`config.mk`:
```
export PLATFORM = sky130hd
export DESIGN_NAME = pe_tape_control
export DESIGN_NICKNAME = d
export VERILOG_FILES = /design/src/hw/pe_tape_pkg.sv /design/src/hw/pe_tape_control.sv /design/src/hw/pe_tape_preamble_check.sv /design/src/hw/pe_tape_timer.sv
export SDC_FILE = /design/constraint.sdc
export NUM_CORES = 1
export LEC_CHECK = 0
export BUFFER_PORTS_ARGS = -buffer_cell sky130_fd_sc_hd__buf_4
export CAP_MARGIN = 5
export CORE_ASPECT_RATIO = 1.4
export CORE_MARGIN = 2
export CORE_UTILIZATION = 60
export CTS_CLUSTER_DIAMETER = 200
export DETAILED_ROUTE_END_ITERATION = 10
export PLACE_DENSITY = 0.82
export SLEW_MARGIN = 20
export SYNTH_ARGS = -nofsm -noshare
export SYNTH_HDL_FRONTEND = slang
export SYNTH_HIERARCHICAL = 1
export SYNTH_SLANG_ARGS = --single-unit
```
`constraint.sdc`:
```
create_clock -name clk -period 4.8 [get_ports clk]
set_input_delay 0.48 -clock clk [delete_from_list [all_inputs] [get_ports clk]]
set_output_delay 0.48 -clock clk [all_outputs]
set_load 0.05 [all_outputs]
```
`src/hw/pe_tape_pkg.sv`:
```
package pe_tape_pkg;
  // operation classes seen by the result logic
  typedef enum logic [3:0] {
    OP_READ, OP_SPACE, OP_WRITE, OP_ERASE, OP_REWIND, OP_REWIND_UNLOAD, OP_TEST, OP_PAUSE, OP_NONE
  } op_t;

  localparam int RESULT_W = 24;
  // result bit positions, bit 0 is the msb of the descriptor word as printed
  localparam int B_COMPLETE = 0;
  localparam int B_EXCEPTION = 1;
  localparam int B_NOT_READY = 2;
  localparam int B_DATA_ERR = 3;
  localparam int B_ACCESS_ERR = 4;
  localparam int B_XMIT_TEST = 5;
  localparam int B_EOT = 6;
  localparam int B_BOT = 7;
  localparam int B_WLOCK = 8;
  localparam int B_MARK = 9;
  localparam int B_REWINDING = 10;
  localparam int B_TIMEOUT = 11;
  localparam int B_DENS_HI = 12;
  localparam int B_STORE = 16;
  localparam int B_ID_HI = 17;
  localparam int B_XMIT_DEU = 21;
  localparam int B_XMIT_CTL = 22;

  localparam logic [2:0] DENS_800 = 3'h5;
  localparam logic [2:0] DENS_1600 = 3'h7;
  localparam logic [1:0] SS_ALWAYS = 2'h0;
  localparam logic [1:0] SS_NOT_READY = 2'h1;
  localparam logic [1:0] SS_READY = 2'h2;
  localparam logic [3:0] UNIT_CODE_16 = 4'h0;
  localparam logic [4:0] UNIT_NUM_16 = 5'h10;

  localparam int PREAMBLE_ZEROS_MIN = 36;
  localparam int PREAMBLE_ZEROS_MAX = 44;
  localparam logic [7:0] MARKER_CHAR = 8'hff;

  localparam int CLK_MHZ = 100;
  localparam int PAUSE_US = 4500;
  localparam int PAUSE_CYCLES = PAUSE_US * CLK_MHZ;
  localparam int TIMEOUT_MS = 4000;
  localparam int TIMEOUT_CYCLES = TIMEOUT_MS * 1000 * CLK_MHZ;

  // diagnostic channel field bit positions
  localparam int DIAG_HOLD = 3;
  localparam int DIAG_READ = 2;
  localparam int DIAG_READY = 1;
  localparam int DIAG_PARITY = 0;
endpackage : pe_tape_pkg

```
`src/hw/pe_tape_control.sv`:
```
`timescale 1ns/1ps
module pe_tape_control #(
  parameter int unsigned PAUSE_CYCLES = pe_tape_pkg::PAUSE_CYCLES, // pause length
  parameter int unsigned TIMEOUT_CYCLES = pe_tape_pkg::TIMEOUT_CYCLES, // completion limit
  parameter logic [6:0] CONTROL_ID = 7'h2a // arbitrary identity value
) (
  input wire logic clk, // clock
  input wire logic reset, // sync reset, active high
  input wire logic op_start, // pulse, new operator accepted
  input wire pe_tape_pkg::op_t op_code, // operator class, valid with op_start
  input wire logic op_backward, // direction variant
  input wire logic op_space_eof, // space to end of file variant
  input wire logic [1:0] op_store_mode, // Test storage protocol
  input wire logic [3:0] unit_select_field, // drive code
  input wire logic [3:0] diag_channel_field, // diagnostic channel bits
  input wire logic [1:0] subsystem_num, // strapped subsystem number
  input wire logic unit_present, // drive answers
  input wire logic unit_ready, // drive ready
  input wire logic unit_busy, // drive busy
  input wire logic unit_pe, // drive is phase-encoded capable
  input wire logic unit_invalid_op, // drive reported invalid operation
  input wire logic unit_rewinding, // drive rewinding
  input wire logic unit_cmd_rewind, // rewind was commanded
  input wire logic unit_write_ring, // write ring present
  input wire logic unit_at_eot, // at or past end-of-tape point
  input wire logic unit_at_bot, // load point marker seen
  input wire logic init_parity_err, // pulse, op-code transfer parity error
  input wire logic data_parity_err, // pulse, data transfer parity error
  input wire logic result_parity_err, // pulse, result transfer parity error
  input wire logic deu_timeout, // pulse, drive failed to start
  input wire logic hard_data_err, // pulse, uncorrectable data error
  input wire logic soft_data_err, // pulse, correctable data error
  input wire logic erase_data_seen, // pulse, data found after erase
  input wire logic tape_mark_seen, // pulse, tape mark read
  input wire logic amble_start, // pulse, preamble or postamble starts
  input wire logic amble_char_valid, // pulse, amble character
  input wire logic [7:0] amble_char, // amble character value
  input wire logic amble_done, // pulse, amble ends
  input wire logic motion_done, // pulse, drive finished motion
  output logic [4:0] drive_number, // selected drive 1..16
  output logic motion_enable, // level, drive may move tape
  output logic data_xfer_enable, // level, data may pass to processor
  output logic stop_motion, // level, halt drive now
  output logic diag_hold, // level, drive interaction blocked
  output logic diag_read, // level, simulated data read
  output logic force_even_parity, // level, even parity forced
  output logic service_req, // pulse, result ready
  output logic [23:0] result_status_field, // result, bit 0 at msb
  output logic interrupt_req // pulse, with service_req
);
  typedef enum logic [1:0] {ST_IDLE, ST_RUN, ST_PAUSE, ST_DONE} state_t;
  localparam int RW = pe_tape_pkg::RESULT_W;

  state_t state_ff, nxt_state;
  pe_tape_pkg::op_t op_ff;
  logic back_ff, eof_ff;
  logic [1:0] ss_ff;
  logic [3:0] unit_ff;
  logic [RW-1:0] acc_ff; // sticky error bits, index = bit number
  logic bot_ff;
  logic parity_hold_ff;
  logic [RW-1:0] res_ff;
  logic srq_ff, irq_ff;

  wire rdy = unit_ready || diag_channel_field[pe_tape_pkg::DIAG_READY];
  wire not_ready_now = !unit_present || !rdy || unit_busy;
  wire is_rw = (op_code == pe_tape_pkg::OP_READ) || (op_code == pe_tape_pkg::OP_SPACE);
  wire is_wr = (op_code == pe_tape_pkg::OP_WRITE) || (op_code == pe_tape_pkg::OP_ERASE);
  wire is_rew = (op_code == pe_tape_pkg::OP_REWIND) || (op_code == pe_tape_pkg::OP_REWIND_UNLOAD);
  wire is_test = (op_code == pe_tape_pkg::OP_TEST);
  wire is_pause = (op_code == pe_tape_pkg::OP_PAUSE);
  wire backward_op = (is_rw && op_backward) || (op_code == pe_tape_pkg::OP_REWIND);
  wire run_op = (op_ff != pe_tape_pkg::OP_TEST) && (op_ff != pe_tape_pkg::OP_PAUSE);
  wire run_rw = (op_ff == pe_tape_pkg::OP_READ) || (op_ff == pe_tape_pkg::OP_SPACE);
  wire run_wr = (op_ff == pe_tape_pkg::OP_WRITE) || (op_ff == pe_tape_pkg::OP_ERASE);

  // start-time refusals end with no tape movement
  wire start_nr = op_start && !is_test && !is_pause && (not_ready_now ||
                  (unit_rewinding && !is_rew && !unit_cmd_rewind) || init_parity_err);
  wire start_nopass = op_start && !is_test && !is_pause && !unit_pe;
  wire start_lock = op_start && is_wr && !unit_write_ring;
  wire start_bot = op_start && backward_op && unit_at_bot;
  wire start_rewinding = op_start && !is_rew && !is_pause && unit_rewinding && rdy;
  wire start_end = start_nr || start_nopass || start_lock || start_bot || (op_start && is_test);

  wire amble_bad;
  wire tmo_4s;
  wire pause_done;

  pe_tape_preamble_check u_amble (
    .clk(clk),
    .reset(reset),
    .start(amble_start),
    .char_valid(amble_char_valid),
    .char_data(amble_char),
    .done(amble_done),
    .bad(amble_bad)
  );

  // no 4 s watchdog while spacing to end of file
  pe_tape_timer #(.LIMIT(TIMEOUT_CYCLES)) u_tmo (
    .clk(clk),
    .reset(reset),
    .run(state_ff == ST_RUN && !(run_rw && eof_ff && op_ff == pe_tape_pkg::OP_SPACE)),
    .expired(tmo_4s)
  );

  pe_tape_timer #(.LIMIT(PAUSE_CYCLES)) u_pause (
    .clk(clk),
    .reset(reset),
    .run(state_ff == ST_PAUSE),
    .expired(pause_done)
  );

  // data errors: write and erase report soft ones, erase also reports data found after erase
  wire data_err_ev = hard_data_err || amble_bad || (soft_data_err && run_wr) ||
                     (erase_data_seen && op_ff == pe_tape_pkg::OP_ERASE);
  wire mid_nr = state_ff == ST_RUN && not_ready_now;
  wire bot_hit = state_ff == ST_RUN && back_ff && unit_at_bot;
  wire run_end = state_ff == ST_RUN && (motion_done || mid_nr || tmo_4s || bot_hit);

  always_comb
  begin
    nxt_state = state_ff;
    case (state_ff)
      ST_IDLE:
        if (op_start)
          nxt_state = is_pause ? ST_PAUSE : (start_end ? ST_DONE : ST_RUN);
      ST_RUN:
        if (run_end)
          nxt_state = ST_DONE;
      ST_PAUSE:
        if (pause_done)
          nxt_state = ST_DONE;
      ST_DONE:
        nxt_state = ST_IDLE;
      default:
        nxt_state = ST_IDLE;
    endcase
  end

  always_ff @(posedge clk)
  begin
    if (reset)
      state_ff <= ST_IDLE;
    else
      state_ff <= nxt_state;
  end

  always_ff @(posedge clk)
  begin
    if (reset)
    begin
      op_ff <= pe_tape_pkg::OP_NONE;
      back_ff <= 1'b0;
      eof_ff <= 1'b0;
      ss_ff <= 2'h0;
      unit_ff <= 4'h0;
    end
    else if (state_ff == ST_IDLE && op_start)
    begin
      op_ff <= op_code;
      back_ff <= backward_op;
      eof_ff <= op_space_eof;
      ss_ff <= op_store_mode;
      unit_ff <= unit_select_field;
    end
  end

  // sticky status; a new start clears, events in the same cycle still set
  logic [RW-1:0] ev;
  always_comb
  begin
    ev = '0;
    ev[pe_tape_pkg::B_NOT_READY] = start_nr || start_nopass || mid_nr;
    ev[pe_tape_pkg::B_DATA_ERR] = state_ff == ST_RUN && data_err_ev;
    ev[pe_tape_pkg::B_WLOCK] = start_lock;
    ev[pe_tape_pkg::B_MARK] = state_ff == ST_RUN && run_rw && tape_mark_seen;
    ev[pe_tape_pkg::B_REWINDING] = start_rewinding;
    ev[pe_tape_pkg::B_TIMEOUT] = tmo_4s || deu_timeout;
    ev[pe_tape_pkg::B_XMIT_DEU] = init_parity_err ||
                                  (state_ff == ST_RUN && data_parity_err && run_wr);
    ev[pe_tape_pkg::B_XMIT_CTL] = (state_ff == ST_RUN && data_parity_err && !run_wr) ||
                                  result_parity_err;
  end

  always_ff @(posedge clk)
  begin
    if (reset)
      acc_ff <= '0;
    else if (state_ff == ST_IDLE && op_start)
      acc_ff <= ev;
    else if (state_ff != ST_IDLE)
      acc_ff <= acc_ff | ev;
  end

  // load point memory held until forward motion leaves it
  always_ff @(posedge clk)
  begin
    if (reset)
      bot_ff <= 1'b0;
    else if (bot_hit || start_bot)
      bot_ff <= 1'b1;
    else if (state_ff == ST_RUN && !back_ff && !unit_at_bot)
      bot_ff <= 1'b0;
  end

  always_ff @(posedge clk)
  begin
    if (reset)
      parity_hold_ff <= 1'b0;
    else
      parity_hold_ff <= diag_channel_field[pe_tape_pkg::DIAG_PARITY];
  end

  // result assembly; undefined positions stay zero
  logic [RW-1:0] res_bits;
  logic test_store;
  logic [2:0] dens;
  always_comb
  begin
    res_bits = '0;
    dens = (unit_invalid_op && rdy) ? pe_tape_pkg::DENS_800 : pe_tape_pkg::DENS_1600;
    res_bits[pe_tape_pkg::B_COMPLETE] = 1'b1;
    test_store = 1'b1;
    if (op_ff == pe_tape_pkg::OP_TEST)
    begin
      res_bits[pe_tape_pkg::B_NOT_READY] = not_ready_now;
      res_bits[3] = subsystem_num[1];
      res_bits[4] = subsystem_num[0];
      res_bits[pe_tape_pkg::B_XMIT_TEST] = acc_ff[pe_tape_pkg::B_XMIT_DEU] ||
                                           acc_ff[pe_tape_pkg::B_XMIT_CTL] || result_parity_err;
      res_bits[pe_tape_pkg::B_EOT] = unit_at_eot;
      res_bits[pe_tape_pkg::B_BOT] = unit_at_bot;
      res_bits[pe_tape_pkg::B_WLOCK] = !unit_write_ring;
      res_bits[pe_tape_pkg::B_MARK] = unit_present;
      res_bits[pe_tape_pkg::B_REWINDING] = unit_rewinding;
      {res_bits[pe_tape_pkg::B_DENS_HI], res_bits[13], res_bits[14]} = dens;
      for (int i = 0; i < 7; i++)
        res_bits[pe_tape_pkg::B_ID_HI + i] = CONTROL_ID[6 - i];
      res_bits[pe_tape_pkg::B_EXCEPTION] = |{res_bits[2], res_bits[8:5], res_bits[14:10]} ||
                                           !res_bits[pe_tape_pkg::B_MARK];
      case (ss_ff)
        pe_tape_pkg::SS_ALWAYS: test_store = 1'b1;
        pe_tape_pkg::SS_NOT_READY: test_store = not_ready_now;
        pe_tape_pkg::SS_READY: test_store = !not_ready_now && !unit_rewinding;
        default: test_store = 1'b0;
      endcase
      res_bits[pe_tape_pkg::B_STORE] = test_store;
    end
    else if (op_ff == pe_tape_pkg::OP_PAUSE)
      res_bits[pe_tape_pkg::B_STORE] = 1'b0;
    else
    begin
      res_bits = acc_ff;
      res_bits[pe_tape_pkg::B_COMPLETE] = 1'b1;
      res_bits[pe_tape_pkg::B_STORE] = 1'b1;
      res_bits[pe_tape_pkg::B_EOT] = unit_at_eot && run_op;
      res_bits[pe_tape_pkg::B_BOT] = (bot_ff || bot_hit) && op_ff != pe_tape_pkg::OP_REWIND_UNLOAD;
      res_bits[pe_tape_pkg::B_EXCEPTION] = |res_bits[11:2] || res_bits[pe_tape_pkg::B_XMIT_DEU] ||
                                           res_bits[pe_tape_pkg::B_XMIT_CTL];
    end
  end

  // msb of the word is descriptor bit 0
  always_ff @(posedge clk)
  begin
    if (reset)
    begin
      res_ff <= '0;
      srq_ff <= 1'b0;
      irq_ff <= 1'b0;
    end
    else
    begin
      srq_ff <= state_ff == ST_DONE;
      irq_ff <= state_ff == ST_DONE && res_bits[pe_tape_pkg::B_EXCEPTION];
      if (state_ff == ST_DONE)
        for (int i = 0; i < RW; i++)
          res_ff[RW - 1 - i] <= res_bits[i];
    end
  end

  assign drive_number = (unit_ff == pe_tape_pkg::UNIT_CODE_16) ? pe_tape_pkg::UNIT_NUM_16 : {1'b0, unit_ff};
  assign diag_hold = diag_channel_field[pe_tape_pkg::DIAG_HOLD];
  assign diag_read = diag_channel_field[pe_tape_pkg::DIAG_READ];
  assign force_even_parity = parity_hold_ff;
  assign motion_enable = state_ff == ST_RUN && run_op && !diag_hold;
  assign stop_motion = mid_nr || bot_hit;
  assign data_xfer_enable = motion_enable && !(run_rw && (eof_ff || acc_ff[pe_tape_pkg::B_MARK]));
  assign service_req = srq_ff;
  assign result_status_field = res_ff;
  assign interrupt_req = irq_ff;
endmodule : pe_tape_control

```
`src/hw/pe_tape_preamble_check.sv`:
```
`timescale 1ns/1ps
module pe_tape_preamble_check (
  input wire logic clk, // clock
  input wire logic reset, // sync reset
  input wire logic start, // pulse, new preamble or postamble begins
  input wire logic char_valid, // pulse, one character of it
  input wire logic [7:0] char_data, // character value
  input wire logic done, // pulse, field ended
  output logic bad // pulse, field malformed
);
  logic [5:0] zeros_ff;
  logic marker_ff;
  logic bad_ff;
  wire is_zero = char_valid && (char_data == 8'h00);
  wire is_mark = char_valid && (char_data == pe_tape_pkg::MARKER_CHAR);
  wire count_bad = (zeros_ff > 6'(pe_tape_pkg::PREAMBLE_ZEROS_MAX)) ||
                   (zeros_ff < 6'(pe_tape_pkg::PREAMBLE_ZEROS_MIN));

  always_ff @(posedge clk)
  begin
    if (reset || start)
    begin
      zeros_ff <= 6'h00;
      marker_ff <= 1'b0;
    end
    else
    begin
      if (is_zero && zeros_ff != 6'h3f)
        zeros_ff <= zeros_ff + 6'h01;
      if (is_mark)
        marker_ff <= 1'b1;
    end
  end

  always_ff @(posedge clk)
  begin
    if (reset)
      bad_ff <= 1'b0;
    else
      bad_ff <= done && (count_bad || !marker_ff);
  end

  assign bad = bad_ff;
endmodule : pe_tape_preamble_check

```
`src/hw/pe_tape_timer.sv`:
```
`timescale 1ns/1ps
module pe_tape_timer #(
  parameter int unsigned LIMIT = 100
) (
  input wire logic clk, // clock
  input wire logic reset, // sync reset
  input wire logic run, // count while high, clear when low
  output logic expired // level, limit reached
);
  logic [31:0] count_ff;
  logic [31:0] nxt_count;
  wire at_limit = (count_ff >= 32'(LIMIT - 1));

  assign nxt_count = !run ? 32'h0000_0000 : (at_limit ? count_ff : count_ff + 32'h0000_0001);

  always_ff @(posedge clk)
  begin
    if (reset)
      count_ff <= 32'h0000_0000;
    else
      count_ff <= nxt_count;
  end

  assign expired = run && at_limit;
endmodule : pe_tape_timer

```
# Word level (Yosys, flattened, before mapping)
# Cells that the tools add are included.
# totals
reg_bits,138
output_inout_bits,37
elab_cells,194
# classes
addsub,3
order_cmp,4
n_eq_ne,25
mux,22
n_bitwise,3
reduce_logical,119
# ops
op,n
"adder 32 x 1 -> 32 bit, second input constant",2
logical AND 1 bit,50
2-to-1 mux 23 bit,2
logical OR 1 bit,37
">= comparator 32 x 19 -> 1 bit, second input constant",1
">= comparator 32 x 29 -> 1 bit, second input constant",1
"== test 4 x 3 -> 1 bit, second input constant",6
OR 24 x 23 -> 24 bit,1
zero test 1 bit,17
"== test 4 x 2 -> 1 bit, second input constant",4
2-to-1 mux 16 bit,1
zero test 4 bit,3
2-to-1 mux 2 bit,6
"inequality test 4 x 3 -> 1 bit, second input constant",3
2-to-1 mux 10 bit,1
OR reduction 10 bit,1
OR reduction 9 bit,1
"== test 4 x 1 -> 1 bit, second input constant",2
"== test 8 bit, second input constant",1
zero test 8 bit,1
2-to-1 mux 8 bit,1
one-hot mux 2 bit (4 select lines),1
2-to-1 mux 7 bit,1
"adder 6 x 1 -> 6 bit, second input constant",1
other kinds (15),31

# Longest topological paths before layout
# Gate-level depths: netlist of run 1.
# logic_depth
depth_word,16
depth_mapped,10

# Cells and area by module
# Netlist of run 1, hierarchy kept.
# modules_own_cells
mod,instances,cells_per_inst,area_each_um2
pe_tape_control,1,263,2099.5
pe_tape_timer at u_tmo,1,196,1665.3
pe_tape_timer at u_pause,1,156,1421.4
pe_tape_preamble_check,1,52,460.4

# Worst setup path before layout of run 1
# OpenSTA, ideal clock, no wires.
# synth_timing
path_kind,register to output
startpoint,register state_ff[1]
endpoint,output port data_xfer_enable
t_arrival_ps,2475
required_ps,4320
setup_slack_ps,1845
path_stages_with_launch,7
n_path_buf,1
cell_sequence,dfxtp_1 -> inv_1 -> ha_1 -> buf_2 -> inv_2 -> nor3_1 -> and2_1
# synth_via
elab_chain_len,4
# synth_rtl
element,line_no,rtl
from (decl),pe_tape_control.sv:54,"state_t state_ff, nxt_state;"
from (signal assigned),pe_tape_control.sv:147,state_ff <= nxt_state;
== test 2 x 1 -> 1 bit,pe_tape_control.sv:288,assign motion_enable = state_ff == ST_RUN && run_op && !diag_hold;
logical AND 1 bit (2 in a row),pe_tape_control.sv:288,
named net motion_enable,pe_tape_control.sv:41,"output logic motion_enable,"
logical AND 1 bit,pe_tape_control.sv:290,assign data_xfer_enable = motion_enable && !(run_rw && (eof_ff || acc_ff[pe_tape_pkg::B_MARK]));
to (decl),pe_tape_control.sv:42,"output logic data_xfer_enable,"
# The timed path passes the listed nets, and every way through them passes these cells.

# Worst setup path after layout of run 1
# layout_timing
startpoint,register op_ff[3]
endpoint,output port data_xfer_enable
# layout_via
elab_chain_len,5
word_cells_on_any_way,11
# layout_rtl
element,line_no,rtl
from (decl),pe_tape_control.sv:55,pe_tape_pkg::op_t op_ff;
from (signal assigned),pe_tape_control.sv:154,op_ff <= pe_tape_pkg::OP_NONE;
from (signal assigned),pe_tape_control.sv:162,op_ff <= op_code;
"inequality test 4 x 3 -> 1 bit, or another cell as far along",pe_tape_control.sv:73,wire run_op = (op_ff != pe_tape_pkg::OP_TEST) && (op_ff != pe_tape_pkg::OP_PAUSE);
logical AND 1 bit or logical OR 1 bit (tied branches),"pe_tape_control.sv:73, pe_tape_control.sv:74",
"logical AND 1 bit, on equally long branches","pe_tape_control.sv:288, pe_tape_control.sv:290",
logical AND 1 bit or zero test 1 bit (tied branches),"pe_tape_control.sv:288, pe_tape_control.sv:290",
logical AND 1 bit *,pe_tape_control.sv:290,
# Every way passes the cells marked *; elsewhere a longest branch is shown, timed or not.

==> impl_results.md, run 1 <==
* Area of the mapped netlist at 5650 sq um
* Number of nets at the end of the flow at 783
* Share of layout cells above drive strength 1 at 0.190
* Most common library cells after synthesis: sky130_fd_sc_hd__dfxtp_1, sky130_fd_sc_hd__a21oi_1, sky130_fd_sc_hd__nor2_1
* HPWL after DPL at 9500 um
* Post CTS Setup Buffer Count at 0
* Yosys warning count at 6
* Final Hold Vio Count at 0
* Time the final worst path needs with I/O delays and setup at 2.56 ns
* Worst slew slack as a fraction of its limit at 0.395
* Number of antenna violations at the first check in global routing at 0
* Final cell count without fillers at 842
* Combined area of the multi-input logic cells at 3050 sq um
* Filler Cell Count at 643
* Number of buffers added on ports at 81
* Status: complete, no violations
* Critical path data arrival time at 2.08 ns
* Peak supply drop at 0.000263 V
* Dominant combinational cell family by area after synthesis: simple AND/OR/NAND/NOR gates
* Most common cell in the synthesized netlist: sky130_fd_sc_hd__dfxtp_1
* Worst Hold Launch: subsystem_num[0]
* Sum of negative setup slack at 0 ns
* Top area cells in the synthesized netlist: sky130_fd_sc_hd__dfxtp_1, sky130_fd_sc_hd__a21oi_1, sky130_fd_sc_hd__nor2_1
* Xor and xnor fraction of the mapped netlist area at 0.0171
* Share of the clock period used by the worst path at 0.534
* Vias in the first global route at 5,165
* RSZ-0062 raised after global routing: no
* Die footprint at 10,200 sq um
* FP Rows at 41
* Area fraction in and, or, nand and nor cells after synthesis at 0.284
* Total leakage power at 2.44 nW
* Quantity of gates resized following cts at 0
* Cells after DPL at 811
* Synth top area share at 0.408
* Critical path data required time at 4.32 ns
* Critical-path cell list: nand3b_1 -> inv_2 -> nor3_1 -> and2_1 -> buf_4
* Number of storage elements in the synthesis netlist at 115
* DRT Pass-1 Iters at 6
* CTS Root Buffer Type: sky130_fd_sc_hd__clkbuf_16
* Startpoint class of the critical path: flip-flop
* Number of flops mapped to enable cells by yosys at 0
* Utilization after layout at 0.748
* Startpoint of the worst setup timing path: op_ff[3]$_SDFFE_PP1P_
* Number of primary I/O pins at 88
* Number of hold-repair buffers added at the cts stage at 0
* Clock tree from TritonCTS: built
* Maximum operating frequency at 0.390 GHz
* H-tree level count at 4
* Mean number of vias per cell at 6.33
* Worst setup path category: reg2out
* Slowest-stage cell, CP: sky130_fd_sc_hd__nand3b_1
* Post-Syn Instances at 667
* Worst-case setup slack after placement at 2.33 ns
* Die height at 119 um
* Async S/R FF share, synth at 0
* Post-synth cell types at 81
* Count of maximum capacitance violations at 0
* Clock Tree Buf Depth at 2
* DR vias at 5,327
* Smallest setup slack after layout at 2.24 ns
* Largest net degree at the start of global routing at 51
* Synth Area per Inst at 8.47 sq um
* Post-CTS clock slew at the launch and capture registers of the worst setup and hold paths at 0.05 ns
* Area fraction in compound gates after synthesis at 0.209
* Number of clock sinks at 115
* Register area at 2300 sq um
* TritonCTS Buffers at 17
* Number of max-slew violations in the final report at 0
* Setup crit end kind: primary output
* First DRT Iteration DRCs at 342
* Worst stage delay on the critical path at 0.55 ns
* Final antenna-violating net count at 0
* Starting Density at 0.622
* Power density of the placed cells at 444 nW/um^2
* Path type of the worst min-delay path: in2reg
* Worst clock skew on the final layout at 0.00503 ns
* Post-synth top area cell: sky130_fd_sc_hd__dfxtp_1
* R2R Path Start: u_tmo/count_ff[28]$_SDFFE_PP0N_
* Fraction of the mapped netlist area in adder cells at 0.0199
* Die Width at 86.0 um
* Final Wtd Congestion at 0.902
* Routed length per placed instance at 16.6 um
* Sequential-to-total area share from yosys stat at 0.408
* Prevailing post-synth register cell: sky130_fd_sc_hd__dfxtp_1
* Placeable core region at 9080 sq um
* Routed wire length at 14,000 um
* Setup Viol. Count Final at 0
* Wire length of the first global-routing pass at 23,500 um
* DRC violations left at 0
* Worst-Margin Slew at 0.907 ns
* Largest fanout on the critical path at 18
* Grt total ovfl at 0
* Count of inserted antenna diode cells at 0
* Area added between synthesis and finish at 20.3%
* Multiplexer area fraction after synthesis at 0.00709
* Clock latency on the worst-skew pair at 0.40 ns
* Tot GR Track Use at 0.284
[critical path: cells and delay by family (launching register included)]
kind / cells / cell delay (ns)
DFF: 1 / 0.42
buffers and inverters: 2 / 0.28
and+or+nand+nor: 3 / 0.98
[placed cells by master (no fill, tap or decap), drive strengths merged, types with 6 or more instances in the layout]
| master | count |
|---|---|
| or3 | 17 |
| a31oi | 9 |
| o21ai | 23 |
| nand2b | 6 |
| a21oi | 71 |
| xnor2 | 9 |
| o31ai | 20 |
| buf | 81 |
| ha | 9 |
| nand2 | 54 |
| or4 | 20 |
| dfxtp | 115 |
| clkbuf | 21 |
| inv | 17 |
| nor2b | 6 |
| and3 | 8 |
| nor4 | 6 |
| nand4 | 20 |
| nor2 | 59 |
| nand3 | 22 |
| and4 | 6 |
| nor3 | 21 |
| and2 | 20 |
| a2111oi | 8 |
| a211oi | 8 |
[kinds of logic after synthesis]
logic type	Yosys count
AND/OR/NAND/NOR	288
flip-flops	115
adder cells (fa/ha/maj)	9
multiplexers	4
AO/OA/AOI/OAI	175
buffers and inverters	64
XOR/XNOR	11
other	1
[routing by layer]
| layer | wire length, um | vias up | global-route usage |
|---|---|---|---|
| met3 | 687 | 39 | 0.0684 |
| li1 | - | 2567 | - |
| met4 | 417 | 0 | 0.145 |
| met2 | 7270 | 192 | 0.490 |
| met1 | 5620 | 2529 | 0.317 |
| met5 | 0 | - | 0 |
[worst paths after layout]
check	endpoint	slack [ns]	cells after the start
worst max register to register	state_ff[0]$_SDFFE_PP0P_	2.29	7
worst min-delay path	result_status_field[19]$_SDFFE_PP0P_	0.32	3
worst max-delay path	data_xfer_enable	2.24	5
worst min register to register	result_status_field[2]$_SDFFE_PP0P_	0.46	2
[final cells by class]
type / instances / share of cell area
well taps: 107 / 0.0197
inverters: 17 / 0.00939
clock inverters: 10 / 0.0265
clock buffers: 21 / 0.0678
repair buffers: 81 / 0.0895
flip-flops and latches: 115 / 0.339
multi-input cells: 491 / 0.448
[sequential cells by signal (all words and copies together), names as in the netlist, 2 cells and up]
register / cells
acc_ff: 8
ss_ff: 2
op_ff: 4
u_amble/zeros_ff: 6
unit_ff: 4
state_ff: 2
u_tmo/count_ff: 32
result_status_field: 17
u_pause/count_ff: 32
[metrics by stage]
stage / power, W / hold WS [ns] / instance area (sq um)
6_report: 0.00302 / 0.316 / 6800
5_1_grt: 0.00313 / 0.319 / 6800
4_1_cts: 0.00303 / 0.304 / 6800
3_5_place_dp: 0.00166 / 0.449 / 6150
3_3_place_gp: 0.00164 / 0.443 / 6150
2_1_floorplan: 0.00150 / 0.431 / 5660
[report_power, final]
group	total (W)	switching (W)	internal [W]
Clock	0.00136	0.000422	0.000942
Combinational	0.000585	0.000393	0.000192
Sequential	0.00107	0.0000543	0.00101
Total	0.00302	0.000869	0.00215
Power figures use the tool's default switching activity.
==> inputs of run 2 (changes only) <==
CORE_UTILIZATION = 57   (was 60)
PLACE_DENSITY = 0.78   (was 0.82)
clock period = 2.6 ns   (was 4.8 ns; I/O delays follow)
==> impl_results.md, run 2 (synthesis results as in run 1) <==
* Utilization after layout at 0.699 (-0.0490)
* Setup Viol. Count Final at 0 (unchanged)
* Number of clock sinks at 115 (unchanged)
* FP Rows at 43 (+4.9%)
* Tot GR Track Use at 0.274 (-0.00973)
* HPWL after DPL at 9580 um (+0.83%)
* Placement-stage cell area at 6250 sq um (+1.6%)
* Peak supply drop at 0.000541 V (+110%)
* Filler Cell Count at 813 (+26%)
* Total leakage power at 2.46 nW (+0.68%)
* Final Hold Vio Count at 0 (unchanged)
* Critical path data required time at 2.88 ns (-1.44 ns)
* Share of the clock period used by the worst path at 0.927
* Share of layout cells above drive strength 1 at 0.203 (+0.0125)
* Number of nets at the end of the flow at 791 (+1.0%)
* Number of buffers added on ports at 81 (unchanged)
* Die height at 122 um (+2.5%)
* Sw Share at 0.300 (+0.0116)
* Gate power share at 0.206 (+0.012)
* Wire length of the first global-routing pass at 23,500 um (about the same)
* TritonCTS Buffers at 17 (unchanged)
* Count of inserted antenna diode cells at 0 (unchanged)
* Met1 layer usage reported by global route at 0.324 (+0.00697)
* Net switching component of the power at 0.00160 W (+84%)
* Routed wire length at 13,900 um (-0.91%)
* Maximum operating frequency at 0.415 GHz
* Routed length per placed instance at 15.8 um (-5.1%)
* First DRT Iteration DRCs at 306 (-11%)
* Status: complete, no violations
* DRC violations left at 0 (unchanged)
* Largest net degree at the start of global routing at 51 (unchanged)
* Number of antenna violations at the first check in global routing at 0 (unchanged)
* Power density of the placed cells at 780 nW/um^2 (+76%)
* Startpoint class of the critical path: flip-flop
* Total design power at 0.00534 W (+77%)
* Starting Density at 0.577 (-0.0452)
* Time the final worst path needs with I/O delays and setup at 2.41 ns
* Grt total ovfl at 0 (unchanged)
* Met3 Usage GRT at 0.0576 (-0.0108)
* RSZ-0062 raised after global routing: no
* Sum of negative setup slack at 0 ns (unchanged)
* DR vias at 5,285 (-0.79%)
* Mean number of vias per cell at 6.01 (-5.0%)
* Seq pwr share at 0.365 (+0.011)
* Final cell area excluding filler cells at 6850 sq um (+0.77%)
* Worst clock skew on the final layout at 0.00623 ns (+0.00119 ns)
* Critical-path cell list: ha_1 -> nand3_1 -> nor3_1 -> o2111ai_1 -> a21boi_0 -> or3_1 -> o311ai_2 -> mux2i_1 -> nor2_1
* Final Wtd Congestion at 0.873 (-3.2%)
* Commonest non-fill, non-tap cell in the layout: sky130_fd_sc_hd__dfxtp_1
* Count of maximum capacitance violations at 0 (unchanged)
* Area added between synthesis and finish at 21.3%
* Largest fanout on the critical path at 5 (-13)
* Worst-Margin Slew at 0.764 ns (-0.144 ns)
* Die Width at 88.1 um (+2.5%)
* Top library cells by usage in the layout, fill and taps aside: sky130_fd_sc_hd__dfxtp_1, sky130_fd_sc_hd__buf_4, sky130_fd_sc_hd__a21oi_1
* Setup crit end kind: flip-flop
* Final antenna-violating net count at 0 (unchanged)
* Worst setup path category: reg2reg
* Clock latency on the worst-skew pair at 0.41 ns (about the same)
* Most utilized layer in the global route result: met2
* Number of max-slew violations in the final report at 0 (unchanged)
* Worst slew slack as a fraction of its limit at 0.491 (+0.0959)
* Clock network fraction of total power at 0.429 (-0.023)
* Number of primary I/O pins at 88 (unchanged)
* Path type of the worst min-delay path: in2reg
* Worst stage delay on the critical path at 0.38 ns (-0.17 ns)
* Placeable core region at 9790 sq um (+7.8%)
* Grt met2 use at 0.470 (-0.0206)
* H-tree level count at 4 (unchanged)
* Post CTS Setup Buffer Count at 0 (unchanged)
* Slowest-stage cell, CP: sky130_fd_sc_hd__or3_1
* Post-CTS clock slew at the launch and capture registers of the worst setup and hold paths at 0.05 ns (about the same)
* Cell-internal power at 0.00374 W (+74%)
* Critical path data arrival time at 2.69 ns (+0.61 ns)
* Clock tree from TritonCTS: built
* CTS Root Buffer Type: sky130_fd_sc_hd__clkbuf_16
* Clock Tree Buf Depth at 2 (unchanged)
* DRT Pass-1 Iters at 5 (-1)
* Die footprint at 10,700 sq um (+5.0%)
* Vias in the first global route at 5,105 (-1.2%)
[run 2: cell count changes in the layout (fill, tap and decap cells not counted), sizes merged]
| cell | change |
|---|---|
| buf | +8 |
| bufinv | -3 |
| clkbuf | +2 |
| clkinv | +1 |
| clkinvlp | +1 |
[run 2: timing repair]
item / CTS / global route
gates resized for setup: 0 / 1
setup endpoints to repair: 0 / 1
hold buffers: 0 / 0
[run 2: worst paths after layout]
check / from / endpoint / slack [ns] / cells after the start
worst max-delay path: u_tmo/count_ff[0]$_SDFFE_PP0N_ / state_ff[0]$_SDFFE_PP0P_ / 0.19 / 9
worst min-delay path: diag_channel_field[0] / force_even_parity$_SDFF_PP0_ / 0.07 / 2
worst max register to register: u_tmo/count_ff[0]$_SDFFE_PP0N_ / state_ff[0]$_SDFFE_PP0P_ / 0.19 / 9
worst min register to register: ss_ff[0]$_SDFFE_PP0P_ / ss_ff[0]$_SDFFE_PP0P_ / 0.46 / 2
[run 2: critical path: cells and delay by family (launching register included)]
family,cells,cell delay (ns)
compound gates,3,0.82
fa+ha+maj,1,0.23
flops,1,0.34
mux,1,0.23
simple gates,4,0.66
[run 2: layout make-up]
cell class                 instances  area [sq um]  area share
multi-input combinational        491          3050       0.446
timing repair buffer              89           668      0.0976
sequential                       115          2300       0.336
clock buffer                      23           488      0.0713
clock inverter                     9           103      0.0150
inverter                          17          63.8     0.00932
tap                              135           169      0.0247
[run 2: metrics by stage]
step	setup WS [ns]	hold WS (ns)	std cells
6_report	0.191	0.0652	879
5_1_grt	0.0190	0.0706	879
4_1_cts	0.191	0.0554	879
3_5_place_dp	0.240	0.450	847
3_3_place_gp	0.298	0.443	847
2_1_floorplan	0.329	0.336	670
[run 2: power groups by stage]
stage	registers, W	clock network [W]	logic (W)
floorplan	0.00207	0	0.000696
global placement	0.00198	0	0.00107
detailed placement	0.00199	0	0.00110
CTS	0.00195	0.00232	0.00110
global route	0.00196	0.00240	0.00120
finish	0.00195	0.00229	0.00110
[run 2: layer usage]
metal	vias to the layer above	routed length, um
li1	2574	-
met1	2516	5620
met2	162	7180
met3	33	688
met4	0	371
met5	-	0
